### src/uart_pins_map.vh
// Behaviour
// - Module on forces transmit pin output
// - Module on forces receive pin input
// - Loop mode feeds transmitter into receiver
// - Module enable; off sets empty, done
// - Inversion flips every transmitted level
// - Length bit selects nine or eight
// - Wakeup bit: address mark or idle
// - Idle count starts after stop/start
// - Parity bit in msb, sent, checked
// - Parity kind: odd when set, else even
// - One start, one stop; 10/11 bits
// - Empty flag requests only when enabled
// - Done flag requests only when enabled
// - Receive full requests only when enabled
// - Idle flag requests only when enabled
// - Transmit enable sends all-ones preamble first; a word or break already waiting at enable goes out before it
// - Disable finishes current character, then idle
// - Re-enable mid-character queues one idle character
// - Reset clears both control registers
// - Receive enable; reset clears it
// - Standby mutes receiver; wake condition clears
// - Break bit sends break characters, then one
`ifndef UART_PINS_MAP_VH
`define UART_PINS_MAP_VH

// Register byte addresses
`define ADDR_CTRL_ONE   4'h0
`define ADDR_CTRL_TWO   4'h4
`define ADDR_STATUS     4'h8
`define ADDR_DATA       4'hC

// Control one fields
`define C1_LOOP         7
`define C1_MODULE_ON    6
`define C1_TX_FLIP      5
`define C1_NINE_BIT     4
`define C1_WAKE_MARK    3
`define C1_IDLE_START   2
`define C1_PARITY_ON    1
`define C1_PARITY_KIND  0

// Control two fields
`define C2_TX_EMPTY_IE  7
`define C2_TX_DONE_IE   6
`define C2_RX_FULL_IE   5
`define C2_IDLE_IE      4
`define C2_TX_ON        3
`define C2_RX_ON        2
`define C2_STANDBY      1
`define C2_BREAK        0

// Status fields
`define ST_TX_EMPTY     7
`define ST_TX_DONE      6
`define ST_RX_FULL      5
`define ST_IDLE         4
`define ST_PARITY_ERR   0

// Reset values
`define CTRL_RESET      8'h00
`define DATA_RESET      9'h000

// Bit time in module clock cycles
`define BIT_CYCLES      16

// Bus responses
`define RESP_OKAY       2'h0
`define RESP_SLVERR     2'h2

`endif

### src/uart_pins_ctrl.v
// Chosen here: the register offsets and the AXI4-Lite interface to the registers.
`timescale 1ns/1ps
`default_nettype none
`include "uart_pins_map.vh"

module uart_pins_ctrl
#(
  parameter BIT_CYCLES = `BIT_CYCLES              // Cycles per bit time
)
(
  input  wire        aclk,                        // Module clock
  input  wire        aresetn,                     // Sync reset, low
  input  wire [3:0]  s_axi_awaddr,                // Write address
  input  wire        s_axi_awvalid,               // Write address valid
  output reg         s_axi_awready,               // Write address ready
  input  wire [31:0] s_axi_wdata,                 // Write data
  input  wire [3:0]  s_axi_wstrb,                 // Write strobes
  input  wire        s_axi_wvalid,                // Write data valid
  output reg         s_axi_wready,                // Write data ready
  output reg  [1:0]  s_axi_bresp,                 // Write response
  output reg         s_axi_bvalid,                // Write response valid
  input  wire        s_axi_bready,                // Write response ready
  input  wire [3:0]  s_axi_araddr,                // Read address
  input  wire        s_axi_arvalid,               // Read address valid
  output reg         s_axi_arready,               // Read address ready
  output reg  [31:0] s_axi_rdata,                 // Read data
  output reg  [1:0]  s_axi_rresp,                 // Read response
  output reg         s_axi_rvalid,                // Read data valid
  input  wire        s_axi_rready,                // Read data ready
  input  wire        tx_pin_dir_bit,              // Port direction, tx pin
  input  wire        rx_pin_dir_bit,              // Port direction, rx pin
  input  wire        port_tx_data,                // Port data, tx pin
  input  wire        port_rx_data,                // Port data, rx pin
  input  wire        shared_tx_pin_in,            // Tx pin level (unused)
  output reg         shared_tx_pin_out,           // Tx pin drive value
  output reg         shared_tx_pin_oe_n,          // Tx pin enable, low
  input  wire        shared_rx_pin_in,            // Rx pin level
  output reg         shared_rx_pin_out,           // Rx pin drive value
  output reg         shared_rx_pin_oe_n,          // Rx pin enable, low
  output reg         tx_irq,                      // Transmitter request
  output reg         rx_irq                       // Receiver request
);

  ////////////////////////////////////////////////////////////////////////////
  // Helpers

  // Builds an 11-bit frame, lsb first: start, data, ninth, stop
  function [10:0] build_frame;
    input [8:0] d;
    input       nine;
    input       p_on;
    input       p_odd;
    begin
      if (nine)
        build_frame = {1'b1, (p_on ? (^d[7:0]) ^ p_odd : d[8]), d[7:0], 1'b0};
      else
        build_frame = {2'b11, (p_on ? (^d[6:0]) ^ p_odd : d[7]), d[6:0], 1'b0};
    end
  endfunction

  // Frame length in bits
  function [3:0] frame_len;
    input nine;
    begin
      frame_len = nine ? 4'd11 : 4'd10;
    end
  endfunction

  ////////////////////////////////////////////////////////////////////////////
  // Registers

  reg  [7:0]  ctrl_one_ff;                        // Control one
  reg  [7:0]  ctrl_two_ff;                        // Control two
  reg  [8:0]  tx_data_ff;                         // Transmit holding word
  reg  [8:0]  rx_data_ff;                         // Received word
  reg         tx_empty_ff;                        // Holding word moved
  reg         tx_done_ff;                         // Nothing being sent
  reg         rx_full_ff;                         // Received word ready
  reg         idle_flag_ff;                       // Idle line seen
  reg         par_err_ff;                         // Parity mismatch
  reg         seen_tx_ff;                         // Status read, empty set
  reg         seen_rx_ff;                         // Status read, full set
  reg         seen_idle_ff;                       // Status read, idle set

  wire module_on = ctrl_one_ff[`C1_MODULE_ON];
  wire nine_bit  = ctrl_one_ff[`C1_NINE_BIT];
  wire tx_on     = ctrl_two_ff[`C2_TX_ON];
  wire rx_on     = ctrl_two_ff[`C2_RX_ON];
  wire standby   = ctrl_two_ff[`C2_STANDBY];
  wire brk       = ctrl_two_ff[`C2_BREAK];
  wire [3:0] len = frame_len(nine_bit);

  ////////////////////////////////////////////////////////////////////////////
  // AXI4-Lite write channel: address and data taken in either order

  reg         aw_held_ff;                         // Address latched
  reg         w_held_ff;                          // Data latched
  reg  [3:0]  aw_addr_ff;                         // Latched address
  reg  [31:0] w_data_ff;                          // Latched data
  reg         w_lane0_ff;                         // Low byte strobe

  wire wr_go = aw_held_ff && w_held_ff && !s_axi_bvalid;
  wire wr_ok = aw_addr_ff == `ADDR_CTRL_ONE || aw_addr_ff == `ADDR_CTRL_TWO ||
               aw_addr_ff == `ADDR_DATA;
  wire wr_en = wr_go && wr_ok && w_lane0_ff;
  wire wr_c1 = wr_en && aw_addr_ff == `ADDR_CTRL_ONE;
  wire wr_c2 = wr_en && aw_addr_ff == `ADDR_CTRL_TWO;
  wire wr_dt = wr_en && aw_addr_ff == `ADDR_DATA;

  // Channel handshakes and write response
  always @(posedge aclk)
  begin
    if (!aresetn)
    begin
      aw_held_ff    <= 1'b0;
      w_held_ff     <= 1'b0;
      aw_addr_ff    <= 4'h0;
      w_data_ff     <= 32'h00000000;
      w_lane0_ff    <= 1'b0;
      s_axi_awready <= 1'b0;
      s_axi_wready  <= 1'b0;
      s_axi_bvalid  <= 1'b0;
      s_axi_bresp   <= `RESP_OKAY;
    end
    else
    begin
      // Ready is offered only while the slot is empty
      s_axi_awready <= !aw_held_ff && !s_axi_bvalid &&
                       !(s_axi_awvalid && s_axi_awready);
      s_axi_wready  <= !w_held_ff && !s_axi_bvalid &&
                       !(s_axi_wvalid && s_axi_wready);
      if (s_axi_awvalid && s_axi_awready)
      begin
        aw_held_ff <= 1'b1;
        aw_addr_ff <= {s_axi_awaddr[3:2], 2'b00};
      end
      if (s_axi_wvalid && s_axi_wready)
      begin
        w_held_ff  <= 1'b1;
        w_data_ff  <= s_axi_wdata;
        w_lane0_ff <= s_axi_wstrb[0];
      end
      if (wr_go)
      begin
        aw_held_ff   <= 1'b0;
        w_held_ff    <= 1'b0;
        s_axi_bvalid <= 1'b1;
        s_axi_bresp  <= wr_ok ? `RESP_OKAY : `RESP_SLVERR;
      end
      else if (s_axi_bvalid && s_axi_bready)
        s_axi_bvalid <= 1'b0;
    end
  end

  ////////////////////////////////////////////////////////////////////////////
  // AXI4-Lite read channel: answer one cycle after the address is taken

  wire rd_go = s_axi_arvalid && s_axi_arready;
  wire [3:0] rd_addr = {s_axi_araddr[3:2], 2'b00};
  wire rd_st = rd_go && rd_addr == `ADDR_STATUS;
  wire rd_dt = rd_go && rd_addr == `ADDR_DATA;
  wire [7:0] status_word = {tx_empty_ff, tx_done_ff, rx_full_ff,
                            idle_flag_ff, 3'b000, par_err_ff};

  // Read data mux and handshake
  always @(posedge aclk)
  begin
    if (!aresetn)
    begin
      s_axi_arready <= 1'b0;
      s_axi_rvalid  <= 1'b0;
      s_axi_rdata   <= 32'h00000000;
      s_axi_rresp   <= `RESP_OKAY;
    end
    else
    begin
      s_axi_arready <= !s_axi_rvalid && !rd_go;
      if (rd_go)
      begin
        s_axi_rvalid <= 1'b1;
        s_axi_rresp  <= `RESP_OKAY;
        case (rd_addr)
          `ADDR_CTRL_ONE: s_axi_rdata <= {24'h000000, ctrl_one_ff};
          `ADDR_CTRL_TWO: s_axi_rdata <= {24'h000000, ctrl_two_ff};
          `ADDR_STATUS:   s_axi_rdata <= {24'h000000, status_word};
          `ADDR_DATA:     s_axi_rdata <= {23'h000000, rx_data_ff};
          default:
          begin
            // Unmapped address reads zero with an error
            s_axi_rdata <= 32'h00000000;
            s_axi_rresp <= `RESP_SLVERR;
          end
        endcase
      end
      else if (s_axi_rvalid && s_axi_rready)
        s_axi_rvalid <= 1'b0;
    end
  end

  ////////////////////////////////////////////////////////////////////////////
  // Transmitter

  reg         tx_busy_ff;                         // Frame shifting out
  reg  [15:0] tx_cnt_ff;                          // Cycles left in bit
  reg  [3:0]  tx_left_ff;                         // Bits left in frame
  reg  [10:0] tx_sh_ff;                           // Frame shifter
  reg         tx_on_prev_ff;                      // Enable last cycle
  reg         pre_pend_ff;                        // Preamble queued
  reg         brk_sent_ff;                        // Break went out

  wire tx_line = tx_busy_ff ? tx_sh_ff[0] : 1'b1;
  wire bit_end = tx_busy_ff && tx_cnt_ff == 16'd0;
  wire tx_free = !tx_busy_ff || (bit_end && tx_left_ff == 4'd1);

  // Frame loading, shifting and transmit flags
  always @(posedge aclk)
  begin
    if (!aresetn)
    begin
      tx_busy_ff    <= 1'b0;
      tx_cnt_ff     <= 16'h0000;
      tx_left_ff    <= 4'h0;
      tx_sh_ff      <= 11'h7FF;
      tx_on_prev_ff <= 1'b0;
      pre_pend_ff   <= 1'b0;
      brk_sent_ff   <= 1'b0;
      tx_empty_ff   <= 1'b1;
      tx_done_ff    <= 1'b1;
      tx_data_ff    <= `DATA_RESET;
    end
    else
    begin
      tx_on_prev_ff <= tx_on;
      // A rising enable, even mid-frame, queues one all-ones frame
      if (tx_on && !tx_on_prev_ff)
        pre_pend_ff <= 1'b1;
      if (bit_end)
      begin
        tx_cnt_ff  <= BIT_CYCLES[15:0] - 16'd1;
        tx_left_ff <= tx_left_ff - 4'd1;
        tx_sh_ff   <= {1'b1, tx_sh_ff[10:1]};
        if (tx_left_ff == 4'd1)
          tx_busy_ff <= 1'b0;
      end
      else if (tx_busy_ff)
        tx_cnt_ff <= tx_cnt_ff - 16'd1;
      // The frame in flight always finishes; new frames need enable
      if (tx_free && tx_on && module_on)
      begin
        if (pre_pend_ff)
        begin
          tx_busy_ff  <= 1'b1;
          tx_cnt_ff   <= BIT_CYCLES[15:0] - 16'd1;
          tx_left_ff  <= len;
          tx_sh_ff    <= 11'h7FF;
          pre_pend_ff <= 1'b0;
        end
        else if (brk)
        begin
          tx_busy_ff  <= 1'b1;
          tx_cnt_ff   <= BIT_CYCLES[15:0] - 16'd1;
          tx_left_ff  <= len;
          tx_sh_ff    <= 11'h000;
          brk_sent_ff <= 1'b1;
        end
        else if (brk_sent_ff)
        begin
          // Single marking bit after the last break character
          tx_busy_ff  <= 1'b1;
          tx_cnt_ff   <= BIT_CYCLES[15:0] - 16'd1;
          tx_left_ff  <= 4'd1;
          tx_sh_ff    <= 11'h7FF;
          brk_sent_ff <= 1'b0;
        end
        else if (!tx_empty_ff)
        begin
          tx_busy_ff  <= 1'b1;
          tx_cnt_ff   <= BIT_CYCLES[15:0] - 16'd1;
          tx_left_ff  <= len;
          tx_sh_ff    <= build_frame(tx_data_ff, nine_bit,
                           ctrl_one_ff[`C1_PARITY_ON],
                           ctrl_one_ff[`C1_PARITY_KIND]);
          tx_empty_ff <= 1'b1;
        end
      end
      // Software fills the holding word after seeing it empty
      if (wr_dt)
      begin
        tx_data_ff <= w_data_ff[8:0];
        if (seen_tx_ff)
          tx_empty_ff <= 1'b0;
      end
      tx_done_ff <= tx_empty_ff && !tx_busy_ff && !pre_pend_ff &&
                    !brk && !brk_sent_ff;
      // Switching the module off forces both flags
      if (!module_on)
      begin
        tx_empty_ff <= 1'b1;
        tx_done_ff  <= 1'b1;
        pre_pend_ff <= 1'b0;
        brk_sent_ff <= 1'b0;
      end
    end
  end

  ////////////////////////////////////////////////////////////////////////////
  // Receiver

  reg         rx_busy_ff;                         // Frame coming in
  reg  [15:0] rx_cnt_ff;                          // Cycles to next sample
  reg  [3:0]  rx_idx_ff;                          // Bit index in frame
  reg  [10:0] rx_sh_ff;                           // Sampled bits
  reg         rx_prev_ff;                         // Line last cycle
  reg  [19:0] idle_cyc_ff;                        // High line cycles
  reg         idle_hit_ff;                        // Idle already counted
  reg         idle_arm_ff;                        // Full seen since idle

  // Loop mode cuts the pin and feeds the transmitter back in
  wire rx_line = ctrl_one_ff[`C1_LOOP] ?
                 (tx_line ^ ctrl_one_ff[`C1_TX_FLIP]) : shared_rx_pin_in;
  wire rx_act  = module_on && rx_on;
  wire sample  = rx_busy_ff && rx_cnt_ff == 16'd0;
  wire last    = rx_idx_ff == len - 4'd1;
  wire [8:0] rx_word = nine_bit ? rx_sh_ff[9:1] : {1'b0, rx_sh_ff[8:1]};
  wire rx_msb  = nine_bit ? rx_sh_ff[9] : rx_sh_ff[8];
  wire par_bad = ctrl_one_ff[`C1_PARITY_ON] &&
                 ((^rx_word) != ctrl_one_ff[`C1_PARITY_KIND]);
  wire frame_in = sample && last;
  wire [19:0] idle_need = len * BIT_CYCLES[15:0];
  wire idle_now = rx_act && !idle_hit_ff && idle_cyc_ff >= idle_need;

  // Sampling, wakeup and receive flags
  always @(posedge aclk)
  begin
    if (!aresetn)
    begin
      rx_busy_ff   <= 1'b0;
      rx_cnt_ff    <= 16'h0000;
      rx_idx_ff    <= 4'h0;
      rx_sh_ff     <= 11'h000;
      rx_prev_ff   <= 1'b1;
      rx_data_ff   <= `DATA_RESET;
      rx_full_ff   <= 1'b0;
      idle_flag_ff <= 1'b0;
      par_err_ff   <= 1'b0;
      idle_cyc_ff  <= 20'h00000;
      idle_hit_ff  <= 1'b0;
      idle_arm_ff  <= 1'b0;
    end
    else
    begin
      rx_prev_ff <= rx_line;
      // Falling edge starts a frame, sampled mid-bit
      if (!rx_busy_ff && rx_act && rx_prev_ff && !rx_line)
      begin
        rx_busy_ff <= 1'b1;
        rx_idx_ff  <= 4'h0;
        rx_cnt_ff  <= BIT_CYCLES[15:0] / 16'd2;
      end
      else if (sample)
      begin
        rx_sh_ff[rx_idx_ff] <= rx_line;
        rx_cnt_ff <= BIT_CYCLES[15:0] - 16'd1;
        rx_idx_ff <= rx_idx_ff + 4'd1;
        if ((rx_idx_ff == 4'd0 && rx_line) || last || !rx_act)
          rx_busy_ff <= 1'b0;
      end
      else if (rx_busy_ff)
        rx_cnt_ff <= rx_cnt_ff - 16'd1;
      // Idle counting: line low or, if chosen, a frame holds it
      if (!rx_line || (ctrl_one_ff[`C1_IDLE_START] && rx_busy_ff))
      begin
        idle_cyc_ff <= 20'h00000;
        idle_hit_ff <= 1'b0;
      end
      else if (idle_cyc_ff < idle_need)
        idle_cyc_ff <= idle_cyc_ff + 20'h00001;
      if (idle_now)
        idle_hit_ff <= 1'b1;
      // Flag clears by status read then data read
      if (rd_dt && seen_rx_ff)
        rx_full_ff <= 1'b0;
      if (rd_dt && seen_idle_ff)
        idle_flag_ff <= 1'b0;
      // Hardware sets are placed last so they win over clears
      if (frame_in && rx_act && (!standby ||
          (ctrl_one_ff[`C1_WAKE_MARK] && rx_msb)))
      begin
        rx_data_ff  <= rx_word;
        rx_full_ff  <= 1'b1;
        par_err_ff  <= par_bad;
        idle_arm_ff <= 1'b1;
      end
      if (idle_now && idle_arm_ff && !standby)
      begin
        idle_flag_ff <= 1'b1;
        idle_arm_ff  <= 1'b0;
      end
      if (!rx_act)
        idle_arm_ff <= 1'b0;
    end
  end

  ////////////////////////////////////////////////////////////////////////////
  // Control registers and flag-clear tracking

  // Transmit and receive enable bits are writable only while the module is on
  always @(posedge aclk)
  begin
    if (!aresetn)
    begin
      ctrl_one_ff  <= `CTRL_RESET;
      ctrl_two_ff  <= `CTRL_RESET;
      seen_tx_ff   <= 1'b0;
      seen_rx_ff   <= 1'b0;
      seen_idle_ff <= 1'b0;
    end
    else
    begin
      if (wr_c1)
        ctrl_one_ff <= w_data_ff[7:0];
      if (wr_c2)
      begin
        ctrl_two_ff <= w_data_ff[7:0];
        if (!module_on)
        begin
          ctrl_two_ff[`C2_TX_ON] <= tx_on;
          ctrl_two_ff[`C2_RX_ON] <= rx_on;
        end
      end
      // Wake condition ends standby
      if (standby && frame_in && ctrl_one_ff[`C1_WAKE_MARK] && rx_msb)
        ctrl_two_ff[`C2_STANDBY] <= 1'b0;
      if (standby && idle_now && !ctrl_one_ff[`C1_WAKE_MARK])
        ctrl_two_ff[`C2_STANDBY] <= 1'b0;
      if (rd_st)
      begin
        seen_tx_ff   <= tx_empty_ff;
        seen_rx_ff   <= rx_full_ff;
        seen_idle_ff <= idle_flag_ff;
      end
      else if (rd_dt)
      begin
        seen_rx_ff   <= 1'b0;
        seen_idle_ff <= 1'b0;
      end
      if (wr_dt)
        seen_tx_ff <= 1'b0;
    end
  end

  ////////////////////////////////////////////////////////////////////////////
  // Pin takeover and request outputs

  // Everything leaves through flops
  always @(posedge aclk)
  begin
    if (!aresetn)
    begin
      shared_tx_pin_out  <= 1'b1;
      shared_tx_pin_oe_n <= 1'b1;
      shared_rx_pin_out  <= 1'b0;
      shared_rx_pin_oe_n <= 1'b1;
      tx_irq             <= 1'b0;
      rx_irq             <= 1'b0;
    end
    else
    begin
      if (module_on)
      begin
        shared_tx_pin_out  <= tx_line ^ ctrl_one_ff[`C1_TX_FLIP];
        shared_tx_pin_oe_n <= 1'b0;
        shared_rx_pin_out  <= 1'b0;
        shared_rx_pin_oe_n <= 1'b1;
      end
      else
      begin
        shared_tx_pin_out  <= port_tx_data;
        shared_tx_pin_oe_n <= !tx_pin_dir_bit;
        shared_rx_pin_out  <= port_rx_data;
        shared_rx_pin_oe_n <= !rx_pin_dir_bit;
      end
      tx_irq <= module_on &&
                ((tx_empty_ff && ctrl_two_ff[`C2_TX_EMPTY_IE]) ||
                 (tx_done_ff && ctrl_two_ff[`C2_TX_DONE_IE]));
      rx_irq <= !standby &&
                ((rx_full_ff && ctrl_two_ff[`C2_RX_FULL_IE]) ||
                 (idle_flag_ff && ctrl_two_ff[`C2_IDLE_IE]));
    end
  end

endmodule
`default_nettype wire

### config.mk
export PLATFORM = sky130hd
export DESIGN_NAME = uart_pins_ctrl
export DESIGN_NICKNAME = d
export VERILOG_FILES = /design/src/uart_pins_ctrl.v
export VERILOG_INCLUDE_DIRS = /design/src
export SDC_FILE = /design/constraint.sdc
export NUM_CORES = 1
export LEC_CHECK = 0
export BUFFER_PORTS_ARGS = -buffer_cell sky130_fd_sc_hd__buf_2
export CORE_UTILIZATION = 57
export DETAILED_ROUTE_END_ITERATION = 8
export PLACE_DENSITY = 0.84
export SLEW_MARGIN = 25
export SYNTH_ARGS = -nofsm -noshare
export SYNTH_HDL_FRONTEND = slang
export SYNTH_SLANG_ARGS = --single-unit
### constraint.sdc
create_clock -name aclk -period 2.4 [get_ports aclk]
set_input_delay 0.72 -clock aclk [delete_from_list [all_inputs] [get_ports aclk]]
set_output_delay 0.72 -clock aclk [all_outputs]
set_load 0.02 [all_outputs]
==> results.py, run 1 <==
metrics = {
    "run_status": {
        "status": "completed",
    },
    "synth": {
        "avgSynthCellArea_um2": 9.201,
        "synthTopCellsByArea": "dfxtp_1, mux2i_1, nor2_1, xnor2_1, nand2_1",
        "synth.distinct_cells": 67,
        "synth_area_leader_cell": "dfxtp_1",
        "ys_top_cells_by_count": "dfxtp_1, nor2_1, nand2_1",
        "ys_warn_count": 0,
        "synthMuxAreaShare": 0.08930,
        "synth_compound_area_frac": 0.1038,
        "async_reset_ff_frac": 0,
        "synth_top_family_by_area": "simple AND/OR/NAND/NOR gates",
        "yosysMostFrequentCell": "dfxtp_1",
        "synth_sequential_area_ratio": 0.4526,
        "synth_ff_type": "dfxtp_1",
        "synth_fa_ha_area_frac": 0.02045,
        "syn_inst": 798,
        "synth_seq_cells": 166,
        "synth_xor_area_frac": 0.06868,
        "synth_edf_count": 0,
        "synth_top_area_share": 0.4526,
        "synth-simple-area-share": 0.2089,
        "syn_area_um2": 7342,
    },
    "global_routing": {
        "grtUsageMet3": 0.05230,
        "grt_first_pass_wirelength_mm": 25.21,
        "grt_antenna_before_repair": 0,
        "busiest_layer": "met2",
        "grt_max_degree": 85,
        "met1_usage": 0.3256,
        "grtUsageMet2": 0.3836,
        "grt_overflow_total": 0,
        "groute.usage.overall": 0.2433,
        "grt_pass1_vias": 5233,
    },
    "routing": {
        "wire_per_inst_um": 14.87,
        "first_pass_iters": 7,
        "vias": 5712,
        "wl_mm": 15.34,
        "viasPerCell": 5.535,
        "detail_route.iter0.violations": 344,
        "drtAntennaViolNets": 0,
        "drc": 0,
    },
    "floorplan": {
        "die_area_um2": 13340,
        "start_util": 0.5842,
        "die_height_um": 115.5,
        "core.rowCount": 41,
        "io_pins": 104,
        "fp.dieW_um": 115.5,
        "coreArea_um2": 12570,
    },
    "timing": {
        "worst_slack_ps": 127.3,
        "relSlewSlack": 0.4531,
        "setup_viol": 0,
        "worst_slew_pin_slew_ps": 797.6,
        "fmax_ghz": 0.4400,
        "rsz0062_at_grt": "no",
        "timing.final.crit_share": 0.9470,
        "post-route-min-period_ps": 2273,
        "hold_viol": 0,
        "maxSlewViolCount": 0,
        "clock-skew-final_ps": 6.799,
        "fin_tns_setup_ps": 0,
        "fin_hold_ws_ps": 448.9,
    },
    "worst_setup_path": {
        "r2r-start": "rx_cnt_ff[6]",
        "worst-path-max-fanout": 12,
        "cp.arrival_ps": 2570,
        "critPathKind": "register to register",
        "start_kind": "register",
        "cp-startpoint": "rx_cnt_ff[6]",
        "cp.required_ps": 2700,
        "critical_path.endpoint_type": "register",
    },
    "power_and_ir_drop": {
        "leakagePower_nw": 3.349,
        "peakVddDrop_mv": 0.4360,
        "power_density_nw_per_um2": 712.7,
    },
    "placement": {
        "post-dp-hpwl_mm": 9.979,
        "place.gp.congestion": 0.7718,
        "pre_cts_ws_ps": 136.7,
        "portBuffers": 47,
    },
    "clock_tree": {
        "cts_max_level": 4,
        "cts_made_buffers": 17,
        "clock-sinks": 166,
        "post_cts.repair.setup_buffers": 0,
        "clock-root-buffer": "clkbuf_16",
        "cts_tree": "done",
        "max-clock-path-buffers": 2,
        "clk_pin_slew_ps": 60,
        "clkLatencyLatePin_ps": 430,
    },
    "hold_path": {
        "min_path_type": "register to register",
        "min_from": "s_axi_rdata[7]",
    },
    "run": {
        "drv_cap": 0,
    },
    "cells_and_area": {
        "drive_gt1_frac": 0.1395,
        "area_growth_pct": 13.57,
        "nFillCells": 974,
        "antenna_cells": 0,
        "nets": 916,
    },
}
repair_timing:
action	in CTS	in global routing
hold endpoints to repair	0	0
resized for setup	1	0
endpoints found under the setup margin	3	6
pin swaps	0	1
hold buffers	0	0
cells by family after synthesis:
group / Yosys count
compound gates: 116
xor+xnor: 56
fa+ha+maj: 12
buf+inv: 77
flops: 166
mux: 59
other cells: 1
simple gates: 311
cells in the final DEF (no fill, tap or decap), types with 3 or more instances in the layout:
master,synthesis,layout
bufinv_16,0,4
a211o_1,7,7
a211oi_1,4,4
nand4_1,8,8
clkbuf_1,26,4
inv_1,15,14
and3_1,8,8
nor3_2,3,3
xnor2_1,34,34
nor4_1,9,9
nand3b_1,3,3
nor3b_1,9,9
conb_1,1,25
nor2b_1,9,9
nand2b_1,8,8
mux2i_1,52,52
o211ai_1,3,3
or4_1,3,3
nand3_1,17,17
ha_1,12,12
o21ai_0,14,14
mux4_2,5,5
buf_4,27,20
a31oi_1,3,3
xor2_1,21,21
a32oi_1,9,9
a22oi_1,3,3
dfxtp_1,166,166
a21oi_1,47,47
and2_1,17,17
or3_1,3,3
buf_2,3,47
clkbuf_16,0,17
clkbuf_8,0,4
nor3_1,7,7
nand2_1,74,74
nor2_1,116,116
a311oi_1,9,9
stage by stage:
step	cell area, µm²	instances	utilization	power (mW)
after detailed placement	7700	1000	0.6126	3.095
after floorplan	7432	822	-	3.051
after global placement	7700	1000	0.6126	3.093
after CTS	8338	1032	0.6634	5.972
after global routing	8338	1032	0.6634	6.131
final	8338	1032	0.6634	5.942
registers in the layout, summed over array words and instances (netlist names), 11 cells and up:
name,count
tx_sh_ff,11
idle_cyc_ff,20
rx_cnt_ff,16
tx_cnt_ff,16
metal layers:
metal	part of all wire	routed length (µm)
met3	0.045	689
met1	0.47	7219
met4	0.018	282
met5	0	0
met2	0.47	7150
critical path, cell delays in order (launching register included):
cell and delay, ps:
dfxtp_1 360, nor4_2 410, and2b_1 260, nand4_1 250, a2111o_2 590, mux2i_1 210
nor2_1 60
path summary, 6_finish.rpt:
check | end | slack (ps) | cells past startpoint
hold / removal | s_axi_rdata[7] | 450 | 2
setup reg to reg | rx_data_ff[8] | 130 | 6
setup / recovery | rx_data_ff[8] | 130 | 6
hold reg to reg | s_axi_rdata[7] | 450 | 2
final cells by class:
cell class                      count  area (µm²)  share of cell area
Clock buffer                       25       495.5             0.05942
Clock inverter                      7       141.4             0.01696
Inverter                           15       56.30            0.006753
Timing Repair Buffer               68       405.4             0.04862
Tap cell                          172       215.2             0.02581
Sequential cell                   166        3323              0.3986
Multi-Input combinational cell    579        3701              0.4439
power by group:
group          leakage (nW)  switching, mW  internal (mW)
registers              1.34         0.0264           2.79
logic                  1.70          0.158         0.0668
clock network         0.308           1.05           1.85
total                  3.35           1.24           4.71
Note: power is estimated with default switching activity, not from simulation.
==> run 2, diff against run 1 <==
clock period = 2.55 ns   (was 2.4 ns; I/O delays follow)
==> run 2 against run 1 <==
Via count decreased by 0.65%. Worst setup slack improved by 110 ps. Maximum frequency decreased by 1.9%. Cell area decreased by 0.99%. Total power decreased by 8.6%. Register-to-register slack improved by 110 ps. Critical path type unchanged. Critical endpoint is now tx_sh_ff[9].
==> results.py, run 2 (synthesis results as in run 1) <==
metrics = {
    "global_routing": {
        "grt_overflow_total": 0,
        "groute.usage.overall": 0.2424,
        "grt_first_pass_wirelength_mm": 24.99,
        "grt_pass1_vias": 5168,
        "grt_antenna_before_repair": 0,
        "grt_max_degree": 85,
    },
    "timing": {
        "maxSlewViolCount": 0,
        "fmax_ghz": 0.4317,
        "worst_slack_ps": 233.5,
        "hold_viol": 0,
        "fin_hold_ws_ps": 448.6,
        "setup_viol": 0,
        "worst_slew_pin_slew_ps": 751.1,
        "timing.final.crit_share": 0.9084,
        "rsz0062_at_grt": "no",
        "fin_tns_setup_ps": 0,
        "clock-skew-final_ps": 6.503,
        "post-route-min-period_ps": 2317,
        "relSlewSlack": 0.4849,
    },
    "worst_setup_path": {
        "critPathKind": "register to register",
        "cp-startpoint": "tx_busy_ff",
        "cp.required_ps": 2840,
        "start_kind": "register",
        "worst-path-max-fanout": 16,
        "critical_path.endpoint_type": "register",
        "r2r_slack_ps": 230,
        "r2r-start": "tx_busy_ff",
        "cp.arrival_ps": 2600,
    },
    "floorplan": {
        "io_pins": 104,
        "die_height_um": 115.5,
        "die_area_um2": 13340,
        "coreArea_um2": 12570,
        "fp.dieW_um": 115.5,
        "start_util": 0.5842,
        "core.rowCount": 41,
    },
    "cells_and_area": {
        "utilization": 0.6568,
        "drive_gt1_frac": 0.1333,
        "final_cell_mix": "dfxtp_1, nor2_1, nand2_1",
        "top_register": "idle_cyc_ff",
        "nFillCells": 981,
        "nets": 911,
        "largestRegisters": "idle_cyc_ff (20), rx_cnt_ff (16), tx_cnt_ff (16)",
        "fin_cells": 1027,
        "final_area_um2": 8255,
        "area_growth_pct": 12.44,
        "antenna_cells": 0,
        "final_common_cell": "dfxtp_1",
        "largest_reg_flops": 20,
    },
    "power_and_ir_drop": {
        "peakVddDrop_mv": 0.5019,
        "leakagePower_nw": 3.304,
        "power_density_nw_per_um2": 657.7,
        "total_power_mw": 5.429,
    },
    "clock_tree": {
        "clkLatencyLatePin_ps": 430,
        "clk_pin_slew_ps": 60,
        "cts_made_buffers": 17,
        "cts_max_level": 4,
        "cts_tree": "done",
        "post_cts.repair.setup_buffers": 0,
        "clock-root-buffer": "clkbuf_16",
        "clock-sinks": 166,
        "cts_resized": 0,
        "cts_hold_buf": 0,
        "max-clock-path-buffers": 2,
    },
    "placement": {
        "place_inst": 995,
        "portBuffers": 47,
        "pre_cts_ws_ps": 288.8,
        "post-dp-hpwl_mm": 9.955,
        "place_area_um2": 7662,
        "place.gp.congestion": 0.8015,
    },
    "routing": {
        "wire_per_inst_um": 14.78,
        "viasPerCell": 5.526,
        "first_pass_iters": 5,
        "vias": 5675,
        "drtAntennaViolNets": 0,
        "detail_route.iter0.violations": 400,
        "drc": 0,
        "wl_mm": 15.18,
    },
    "hold_path": {
        "min_from": "s_axi_rdata[4]",
        "min_path_type": "register to register",
    },
    "run_status": {
        "status": "completed",
    },
    "run": {
        "drv_cap": 0,
    },
}
## run 2: cell count changes in the layout (fill, tap and decap cells not counted), sizes merged
| cell | previous run | this run |
|---|---|---|
| bufinv | 4 | 3 |
| clkinv | 2 | 4 |
| buf | 68 | 63 |
| clkinvlp | 1 | 2 |
| clkbuf | 25 | 23 |
## run 2: critical path: stages (launching register included)
cell	delay [ps]
dfxtp_1	510
and4bb_2	360
and4b_2	330
a31oi_2	100
buf_4	210
nor3_4	340
o2111a_1	250
a221oi_1	50
## run 2: layout make-up
type | count | area (µm²) | area share
well taps | 172 | 215.2 | 0.02607
clock inverters | 9 | 125.1 | 0.01516
inverters | 15 | 56.30 | 0.006820
flip-flops and latches | 166 | 3323 | 0.4025
repair buffers | 63 | 367.9 | 0.04456
multi-input cells | 579 | 3700 | 0.4482
clock buffers | 23 | 467.9 | 0.05668
## run 2: metal layers
layer / track usage / vias up / share of wire
li1: - / 2799 / -
met1: 0.3216 / 2684 / 0.46
met2: 0.3860 / 163 / 0.47
met3: 0.05230 / 29 / 0.048
met4: 0.09610 / 0 / 0.019
met5: 0 / - / 0
## run 2: final timing paths
check / end / cells past startpoint
worst min-delay path: s_axi_rdata[4] / 2
worst max-delay path: tx_sh_ff[9] / 7
worst max register to register: tx_sh_ff[9] / 7
worst min register to register: s_axi_rdata[4] / 2
## run 2: report_power, final
part	internal [mW]	switching (mW)	total [mW]
registers	2.62	0.0245	2.65
clock network	1.58	0.989	2.57
logic	0.0618	0.148	0.210
total	4.27	1.16	5.43
